==> src/logic/pws_pkg.sv <==
// shared constants for the programming word parameter store
package pws_pkg;
   localparam logic [7:0]  PWS_PORT_ADDR   = 8'hC8;
   localparam int          PWS_WORD_W      = 16;
   localparam int          PWS_FIRST_BIT   = 15;
   localparam logic [2:0]  PWS_SEL_BLK0    = 3'h4;
   localparam logic [2:0]  PWS_SEL_BLK1    = 3'h5;
   localparam logic [2:0]  PWS_SEL_BLK2    = 3'h6;
   localparam logic [2:0]  PWS_SEL_RSVD    = 3'h7;
   localparam int          PWS_PAY12_W     = 12;
   localparam int          PWS_PAY14_W     = 14;
   localparam int          PWS_BLK0_WORDS  = 8;
   localparam int          PWS_BLK1_WORDS  = 6;
   localparam int          PWS_BLK2_WORDS  = 5;
   localparam int          PWS_BLK4_WORDS  = 9;
   localparam logic [15:0] PWS_FSYNC_RST   = 16'hCB23;
   localparam logic [15:0] PWS_BSYNC_RST   = 16'h5555;
   localparam logic [10:0] PWS_LEVEL_MAX   = 11'h600;
   localparam int          PWS_ABSORB_US   = 250;
   localparam int          PWS_CLK_MHZ     = 100;
   localparam int          PWS_ABSORB_CYC  = PWS_ABSORB_US * PWS_CLK_MHZ;
   localparam int          PWS_TONE_MS_40  = 40;
   localparam int          PWS_TONE_MS_60  = 60;
   localparam int          PWS_TONE_MS_80  = 80;
   localparam int          PWS_TONE_MS_100 = 100;
   localparam logic [13:0] PWS_LIMIT_FULL  = 14'h3FFF;
   // apb register map of the controller end
   localparam logic [7:0]  PWS_CTL_DATA    = 8'h00;
   localparam logic [7:0]  PWS_CTL_STATUS  = 8'h04;
   typedef enum logic [1:0] {
      PWS_HS_IDLE, PWS_HS_SEND, PWS_HS_WAIT
   } pws_hs_t;
endpackage : pws_pkg

==> src/logic/pws_if.sv <==
// programming word port between the host controller and the store
`timescale 1ns/10ps
interface pws_if;
   logic [15:0] word;
   logic        write;
   logic        ready;
   modport store (input word, input write, output ready);
   modport host  (output word, output write, input ready);
endinterface : pws_if

==> src/logic/pws_store.sv <==
// device end: parameter store behind the programming word port
//
// Overview of operation
// - header bits pick block and first word
// - ready drops on write, returns when absorbed
// - host writes words in order per block
// - frame sync from two bytes, resets CB23
// - scramble seed built from two bytes
// - zero seed means no scrambling
// - bit sync pattern resets to 5555
// - tone level from payload bits 11..1
// - bit 0 gates receive de-emphasis
// - tone length code gives 40..100 ms
// - transmit tone lasts programmed length
// - silent prefix/suffix at least tone length
// - accept 1.5x length, reject over 2x
// - detect threshold field bits 9..4
// - four-bit bandwidth code selects window
// - tone word integer part in bits 10..4
// - remainder part rounded from formula
// - host keeps tones 400 to 3000 Hz
// - host never writes reserved block 3
// - long code select picks 24/23 bits
`timescale 1ns/10ps
module pws_store
   import pws_pkg::*;
#(
   parameter int ABSORB_CYC = PWS_ABSORB_CYC
) (
   // clock and reset
   input  wire logic        I_CLOCK,
   input  wire logic        I_NRST,
   // programming port
   pws_if.store             PORT,
   // context from other control registers
   input  wire logic        I_PD_BIT4,
   input  wire logic        I_VOICE_EMPH_EN,
   // stored parameters
   output logic [15:0]      O_FRAME_SYNC,
   output logic [15:0]      O_SEED1,
   output logic [15:0]      O_SEED2,
   output logic             O_SEED1_BYPASS,
   output logic             O_SEED2_BYPASS,
   output logic [15:0]      O_BIT_SYNC,
   output logic [10:0]      O_TONE_LEVEL,
   output logic             O_RX_DEEMPH,
   output logic [6:0]       O_TONE_MS,
   output logic [5:0]       O_DETECT_THR,
   output logic [3:0]       O_BANDWIDTH,
   output logic [6:0]       O_TONE_N [4],
   output logic [3:0]       O_TONE_R [4],
   output logic [11:0]      O_SUB_LEVEL,
   output logic             O_LONG_CODE_SELECT,
   output logic [23:0]      O_SQ_CODE,
   output logic [3:0]       O_DROPOUT,
   output logic [13:0]      O_GAIN [8],
   output logic             O_LIMIT_FULL,
   output logic             O_BAD_WORD
);
   logic [15:0] w;
   logic [2:0]  sel;
   logic        first;
   logic [3:0]  next_idx;
   logic [11:0] p12;
   logic [13:0] p14;
   logic [31:0] busy_cnt;
   logic        busy;
   logic        ready;
   logic [15:0] seed1;
   logic [15:0] seed2;
   logic [3:0]  cur_idx;
   logic [1:0]  tlen;
   logic        emph_bit;

   assign w     = PORT.word;
   assign first = w[PWS_FIRST_BIT];
   assign sel   = w[14] ? w[14:12] : 3'h0;
   assign p12   = w[PWS_PAY12_W-1:0];
   assign p14   = w[PWS_PAY14_W-1:0];
   // first word restarts the block count, otherwise continue
   assign next_idx = first ? 4'h0 : cur_idx;

   // ready flag: cleared by write, set after absorption time
   always_ff @(posedge I_CLOCK) begin
      if (!I_NRST) begin
         ready    <= 1'b1;
         busy_cnt <= 32'h0;
      end else if (PORT.write) begin
         ready    <= 1'b0;
         busy_cnt <= 32'h0;
      end else if (busy) begin
         busy_cnt <= busy_cnt + 32'h1;
         if (busy_cnt >= 32'(ABSORB_CYC - 1)) begin
            ready <= 1'b1;
         end
      end
   end
   // the port sees the flop itself, no gate in between
   assign busy       = !ready;
   assign PORT.ready = ready;

   // block tracking; a stray write while busy is flagged
   always_ff @(posedge I_CLOCK) begin
      if (!I_NRST) begin
         cur_idx    <= 4'h0;
         O_BAD_WORD <= 1'b0;
      end else if (PORT.write) begin
         cur_idx    <= next_idx + 4'h1;
         O_BAD_WORD <= busy || (sel == PWS_SEL_RSVD);
      end
   end

   // block 0: modem configuration
   always_ff @(posedge I_CLOCK) begin
      if (!I_NRST) begin
         O_FRAME_SYNC <= PWS_FSYNC_RST;
         seed1        <= 16'h0000;
         seed2        <= 16'h0000;
         O_BIT_SYNC   <= PWS_BSYNC_RST;
      end else if (!I_PD_BIT4 && O_BIT_SYNC == 16'h0000) begin
         O_BIT_SYNC   <= PWS_BSYNC_RST;
      end else if (PORT.write && !busy && sel == PWS_SEL_BLK0) begin
         case (next_idx)
            4'h0: O_FRAME_SYNC[7:0]  <= p12[7:0];
            4'h1: O_FRAME_SYNC[15:8] <= p12[7:0];
            4'h2: seed1[7:0]         <= p12[7:0];
            4'h3: seed1[15:8]        <= p12[7:0];
            4'h4: seed2[7:0]         <= p12[7:0];
            4'h5: seed2[15:8]        <= p12[7:0];
            4'h6: O_BIT_SYNC[7:0]    <= p12[7:0];
            4'h7: O_BIT_SYNC[15:8]   <= p12[7:0];
            default: ;
         endcase
      end
   end
   always_ff @(posedge I_CLOCK) begin
      if (!I_NRST) begin
         O_SEED1        <= 16'h0000;
         O_SEED2        <= 16'h0000;
         O_SEED1_BYPASS <= 1'b1;
         O_SEED2_BYPASS <= 1'b1;
      end else begin
         O_SEED1        <= seed1;
         O_SEED2        <= seed2;
         O_SEED1_BYPASS <= (seed1 == 16'h0000);
         O_SEED2_BYPASS <= (seed2 == 16'h0000);
      end
   end

   // block 1: tone levels, timing, detection and tone words
   always_ff @(posedge I_CLOCK) begin
      if (!I_NRST) begin
         O_TONE_LEVEL <= 11'h000;
         emph_bit     <= 1'b0;
         tlen         <= 2'h0;
         O_DETECT_THR <= 6'h00;
         O_BANDWIDTH  <= 4'h8;
         for (int k = 0; k < 4; k++) begin
            O_TONE_N[k] <= 7'h00;
            O_TONE_R[k] <= 4'h0;
         end
      end else if (PORT.write && !busy && sel == PWS_SEL_BLK1) begin
         case (next_idx)
            4'h0: begin
               // clip so an out-of-range value cannot overdrive
               O_TONE_LEVEL <= (p12[11:1] > PWS_LEVEL_MAX) ?
                               PWS_LEVEL_MAX : p12[11:1];
               emph_bit     <= p12[0];
            end
            4'h1: begin
               tlen         <= p12[11:10];
               O_DETECT_THR <= p12[9:4];
               O_BANDWIDTH  <= p12[3:0];
            end
            4'h2, 4'h3, 4'h4, 4'h5: begin
               O_TONE_N[2'(next_idx - 4'h2)] <= p12[10:4];
               O_TONE_R[2'(next_idx - 4'h2)] <= p12[3:0];
            end
            default: ;
         endcase
      end
   end
   always_ff @(posedge I_CLOCK) begin
      if (!I_NRST) begin
         O_RX_DEEMPH <= 1'b0;
         O_TONE_MS   <= 7'(PWS_TONE_MS_40);
      end else begin
         O_RX_DEEMPH <= emph_bit && I_VOICE_EMPH_EN;
         // this length drives tx tone time, rx gaps and windows
         case (tlen)
            2'h0:    O_TONE_MS <= 7'(PWS_TONE_MS_40);
            2'h1:    O_TONE_MS <= 7'(PWS_TONE_MS_60);
            2'h2:    O_TONE_MS <= 7'(PWS_TONE_MS_80);
            default: O_TONE_MS <= 7'(PWS_TONE_MS_100);
         endcase
      end
   end

   // block 2: sub-audio setup
   always_ff @(posedge I_CLOCK) begin
      if (!I_NRST) begin
         O_SUB_LEVEL        <= 12'h000;
         O_LONG_CODE_SELECT <= 1'b0;
         O_SQ_CODE          <= 24'h000000;
         O_DROPOUT          <= 4'h0;
      end else if (PORT.write && !busy && sel == PWS_SEL_BLK2) begin
         case (next_idx)
            4'h0: O_SUB_LEVEL        <= p12;
            4'h1: O_LONG_CODE_SELECT <= p12[11];
            4'h2: O_SQ_CODE[11:0]    <= p12;
            4'h3: O_SQ_CODE[23:12]   <= p12;
            4'h4: O_DROPOUT          <= p12[11:8];
            default: ;
         endcase
      end
   end

   // block 4: gains and offsets, production word ignored
   always_ff @(posedge I_CLOCK) begin
      if (!I_NRST) begin
         for (int k = 0; k < 8; k++) begin
            O_GAIN[k] <= 14'h0000;
         end
         O_LIMIT_FULL <= 1'b0;
      end else if (PORT.write && !busy && sel == 3'h0) begin
         if (next_idx < 4'h8) begin
            O_GAIN[3'(next_idx)] <= p14;
         end
         if (next_idx == 4'h7) begin
            O_LIMIT_FULL <= (p14 == PWS_LIMIT_FULL);
         end
      end
   end
endmodule : pws_store

==> src/flat_wrapper.sv <==
// flat-port wrapper written by rule: the top's interface ports become plain ports
module pws_store_flat import pws_pkg::*;
#(
   parameter int ABSORB_CYC = PWS_ABSORB_CYC
)
  (I_CLOCK, I_NRST, I_PD_BIT4, I_VOICE_EMPH_EN, O_FRAME_SYNC, O_SEED1, O_SEED2, O_SEED1_BYPASS, O_SEED2_BYPASS, O_BIT_SYNC, O_TONE_LEVEL, O_RX_DEEMPH, O_TONE_MS, O_DETECT_THR, O_BANDWIDTH, O_TONE_N, O_TONE_R, O_SUB_LEVEL, O_LONG_CODE_SELECT, O_SQ_CODE, O_DROPOUT, O_GAIN, O_LIMIT_FULL, O_BAD_WORD, PORT_word, PORT_write, PORT_ready);
  pws_if PORT_i ();
  input  wire logic I_CLOCK;
  input  wire logic I_NRST;
  input  wire logic I_PD_BIT4;
  input  wire logic I_VOICE_EMPH_EN;
  output logic [15:0] O_FRAME_SYNC;
  output logic [15:0] O_SEED1;
  output logic [15:0] O_SEED2;
  output logic O_SEED1_BYPASS;
  output logic O_SEED2_BYPASS;
  output logic [15:0] O_BIT_SYNC;
  output logic [10:0] O_TONE_LEVEL;
  output logic O_RX_DEEMPH;
  output logic [6:0] O_TONE_MS;
  output logic [5:0] O_DETECT_THR;
  output logic [3:0] O_BANDWIDTH;
  output logic [6:0] O_TONE_N[4];
  output logic [3:0] O_TONE_R[4];
  output logic [11:0] O_SUB_LEVEL;
  output logic O_LONG_CODE_SELECT;
  output logic [23:0] O_SQ_CODE;
  output logic [3:0] O_DROPOUT;
  output logic [13:0] O_GAIN[8];
  output logic O_LIMIT_FULL;
  output logic O_BAD_WORD;
  input wire logic [$bits(PORT_i.word)-1:0] PORT_word;
  input wire logic [$bits(PORT_i.write)-1:0] PORT_write;
  output wire logic [$bits(PORT_i.ready)-1:0] PORT_ready;
  assign PORT_i.word = PORT_word;
  assign PORT_i.write = PORT_write;
  assign PORT_ready = PORT_i.ready;
  pws_store #(.ABSORB_CYC(ABSORB_CYC)) u_core (.I_CLOCK(I_CLOCK), .I_NRST(I_NRST), .PORT(PORT_i), .I_PD_BIT4(I_PD_BIT4), .I_VOICE_EMPH_EN(I_VOICE_EMPH_EN), .O_FRAME_SYNC(O_FRAME_SYNC), .O_SEED1(O_SEED1), .O_SEED2(O_SEED2), .O_SEED1_BYPASS(O_SEED1_BYPASS), .O_SEED2_BYPASS(O_SEED2_BYPASS), .O_BIT_SYNC(O_BIT_SYNC), .O_TONE_LEVEL(O_TONE_LEVEL), .O_RX_DEEMPH(O_RX_DEEMPH), .O_TONE_MS(O_TONE_MS), .O_DETECT_THR(O_DETECT_THR), .O_BANDWIDTH(O_BANDWIDTH), .O_TONE_N(O_TONE_N), .O_TONE_R(O_TONE_R), .O_SUB_LEVEL(O_SUB_LEVEL), .O_LONG_CODE_SELECT(O_LONG_CODE_SELECT), .O_SQ_CODE(O_SQ_CODE), .O_DROPOUT(O_DROPOUT), .O_GAIN(O_GAIN), .O_LIMIT_FULL(O_LIMIT_FULL), .O_BAD_WORD(O_BAD_WORD));
endmodule
==> config.mk <==
export PLATFORM = sky130hd
export DESIGN_NAME = pws_store_flat
export DESIGN_NICKNAME = d
export VERILOG_FILES = /design/src/logic/pws_pkg.sv /design/src/logic/pws_if.sv /design/src/logic/pws_store.sv /design/src/flat_wrapper.sv
export SDC_FILE = /design/constraint.sdc
export NUM_CORES = 1
export LEC_CHECK = 0
export ABC_AREA = 1
export CAP_MARGIN = 20
export CORE_UTILIZATION = 59
export CTS_BUF_LIST = sky130_fd_sc_hd__clkbuf_2 sky130_fd_sc_hd__clkbuf_4 sky130_fd_sc_hd__clkbuf_8
export DETAILED_ROUTE_END_ITERATION = 10
export DONT_BUFFER_PORTS = 1
export PLACE_DENSITY = 0.78
export SYNTH_ARGS = -nofsm -noshare
export SYNTH_HDL_FRONTEND = slang
export SYNTH_SLANG_ARGS = --single-unit
==> constraint.sdc <==
create_clock -name I_CLOCK -period 1.9 [get_ports I_CLOCK]
set_input_delay 0.38 -clock I_CLOCK [delete_from_list [all_inputs] [get_ports I_CLOCK]]
set_output_delay 0.38 -clock I_CLOCK [all_outputs]
set_load 0.02 [all_outputs]
==> results.md <==
* Core area at 23600 sq um
* Pin count of the biggest net entering global routing at 311
* DR iter-0 viols at 1028
* CTS tree: done
* Chip Height at 158 um
* Final hold vios at 3
* Root cell of the clock tree: clkbuf_8
* Drt pass-1 iters at 5
* Clock Tree Buf Depth at 3
* Gp weighted congestion at 0.905
* DR WL met2 at 19.0 mm
* Wirelength per Cell at 17.4 um
* IO buf count at 0
* Synth Register Bits at 364
* Vias per std cell at 5.44
* Placed cell areas at 14700 sq um
* P_sw at 3380 uW
* IO Pins at 316
* Crit path buf inv count at 2
* LEAKAGE at 0.00732 uW
* Clock buffer count from CTS at 55
* Sw frac at 0.227
* Chip width at 158 um
* Skew final at 0.0255 ns
* Seq/Total Area, Yosys at 0.510
* Design Power at 14900 uW
* Clock power share at 0.442
* Routed Antenna Nets at 0
* Ys flop type: dfxtp_1
* Placed cells at 2190
* Die Area at 24800 sq um
* Arrival @ worst endpoint at 2.25 ns
* Routed via count at 12700
* Slew headroom at 0.298
* WHS at -0.0354 ns
* Hold Crit Class: input pin to register
* Crit end category: register
* Final wirelength at 40.7 mm
* DRT met1 WL at 15.8 mm
* Top sig layer: met4
* Status: finished, violations left
* Reg clk slew, reported paths at 0.06 ns
* Clock Latency Late Sink at 0.59 ns
* Initial core utilization at 0.605
* Min Clock Period, post-route at 1.76 ns
* Sequential power share at 0.524
* Part of the cycle the worst path needs at 0.929
* Yosys Warn Count at 0
* Critical path's top delay family: buffers and inverters
* Sink Count at 364
* FFs w/ async S/R, synth at 0
* Worst vdd ir at 0.707 mV
* Worst slew pin tran at 1.05 ns
* Critical-path top delay cell: dlygate4sd3_1
* H-tree levels at 2
* Met3 Wirelength at 4.23 mm
* EDFF count, synth at 0
* Fin area at 16500 sq um
* Antenna violations before repair at 1
* Worst setup SP type: register
* Hold_buf cts at 55
* Setup TNS Final at 0 ns
* Int Power at 11500 uW
* Syn-to-layout area delta at 15.3%
* Syn_area_per_cell at 7.42 sq um
* Peak Freq at 567 MHz
* Combinational power share at 0.034
* CP cell instances: inv_4 > nor2_8 > ha_2 > o21a_1 > dlygate4sd3_1 > o32ai_1
* Pwr Density at 905 nW/um^2
* Gate count of the mapped netlist at 1926
* Setup repair bufs after CTS at 0
* First-pass GRT wire length at 63.0 mm
* Layout Nets at 2013
* Post-DP HPWL at 25.2 mm
* Slew Viols, Final at 0
* Slowest cell delay on critical path at 0.57 ns
* Final setup fails at 0
* Max-cap viol count at 0
* Std-Cell Rows at 56
* Critical path type: register to register
* CP max FO at 5
* Violated checks: hold timing
* Fin cells at 2339
* Vias in the first global route at 12000
* Total gr overflow at 0
* Total global-route track usage at 0.323
* Post-route DRC violation count at 0
* Netlist Area Pre-Place at 14300 sq um
* Share of layout cells above drive strength 1 at 0.0926
* Synth cell types at 39
* CP Data Required Time at 2.39 ns
==> worst reg2reg max path: cells and delay by family (launching register included) <==
| family | cells | cell delay (ns) |
|---|---|---|
| AO/OA/AOI/OAI | 2 | 0.41 |
| AND/OR/NAND/NOR | 1 | 0.06 |
| adder cells (fa/ha/maj) | 1 | 0.21 |
| flip-flops | 1 | 0.33 |
| buffers and inverters | 2 | 0.69 |
==> registers in the layout (all words and copies together) (netlist names), 5 cells and up <==
register             count
u_core.O_TONE_LEVEL     11
u_core.O_TONE_MS         5
u_core.busy_cnt         32
u_core.O_TONE_N         28
u_core.O_SUB_LEVEL      12
u_core.O_GAIN          112
u_core.O_DETECT_THR      6
u_core.O_SEED2          16
u_core.O_SQ_CODE        24
u_core.seed2            16
u_core.O_TONE_R         16
u_core.seed1            16
u_core.O_SEED1          16
u_core.O_BIT_SYNC       16
u_core.O_FRAME_SYNC     16
==> per-layer routing <==
layer,track usage,up-vias
met5,0,-
met4,0.161,0
li1,-,6214
met1,0.375,5793
met2,0.535,594
met3,0.103,123
==> power groups by stage <==
stage / Combinational (uW) / Sequential (uW) / Clock, uW
finish: 510 / 7810 / 6580
global route: 549 / 7810 / 6970
detailed placement: 406 / 7970 / 0
CTS: 494 / 7800 / 6640
floorplan: 384 / 7960 / 0
global placement: 396 / 7970 / 0
==> cells in the final DEF, fill, tap and decap left out, drive strengths merged, types with 50 or more instances in the layout <==
cell / Yosys / final
dlygate4sd3: 0 / 55
nor2: 363 / 363
o21ai: 188 / 188
clkbuf: 61 / 83
dfxtp: 364 / 364
nand3: 50 / 50
nand4: 66 / 66
inv: 231 / 232
a21oi: 146 / 146
buf: 49 / 54
nand2: 332 / 332
==> per-stage QoR <==
step | utilization | worst slack (ns)
6_report | 0.697 | 0.135
3_3_place_gp | 0.625 | 0.0720
2_1_floorplan | - | 0.0490
5_1_grt | 0.697 | -0.0203
4_1_cts | 0.696 | 0.0240
3_5_place_dp | 0.625 | -0.0336
==> cell type report <==
cell class | count | area (sq um)
tap | 319 | 399
clock buffer | 83 | 1020
multi-input combinational | 1211 | 5620
sequential | 364 | 7290
fill | 1896 | 7150
clock inverter | 10 | 109
antenna | 1 | 2.50
inverter | 242 | 916
timing repair buffer | 109 | 1110
==> logic make-up (layout without fill, tap and decap cells) <==
kind of cell,after synthesis,in the layout,synth area share
adder cells (fa/ha/maj),9,9,0.00788
flip-flops,364,364,0.510
other,1,3,0.000263
buffers and inverters,352,444,0.0990
AO/OA/AOI/OAI,353,353,0.127
XOR/XNOR,5,5,0.00307
AND/OR/NAND/NOR,842,842,0.252
==> cell usage after synthesis (2+ instances only) <==
cell      instances  area (sq um)
a211oi_1          2          15.0
a21oi_1         146           731
buf_1             4          15.0
buf_2            33           165
buf_4            11          82.6
clkbuf_1         61           229
clkinv_1         11          41.3
dfxtp_1         364          7290
ha_1              9           113
inv_1           224           841
inv_2             6          22.5
nand2_1         329          1230
nand2_2           2          12.5
nand3_1          46           230
nand3_2           4          40.0
nand4_1          66           413
nor2_1          356          1340
nor2_2            2          12.5
nor2_4            4          45.0
nor3_1           13          65.1
nor3_4            7           114
nor4_1            8          50.1
o211ai_1         10          75.1
o21a_1            5          37.5
o21ai_0         140           701
o21ai_1          47           235
xor2_1            4          35.0
==> repair_timing <==
| item | 4_1_cts | 5_1_grt |
|---|---|---|
| resized for setup | 3 | 11 |
| endpoints found under the hold margin | 306 | 31 |
| cloned | 0 | 0 |
| endpoints found under the setup margin | 7 | 110 |
==> worst paths after layout <==
path / from / end / slack, ns / cells after the start
worst min register to register: u_core.emph_bit / u_core.O_RX_DEEMPH / 0.43 / 2
worst max-delay path: u_core.cur_idx[0] / u_core.cur_idx[2] / 0.14 / 6
worst max register to register: u_core.cur_idx[0] / u_core.cur_idx[2] / 0.14 / 6
worst min-delay path: I_NRST / u_core.O_SUB_LEVEL[4] / -0.04 / 2
Power figures use the tool's default switching activity.
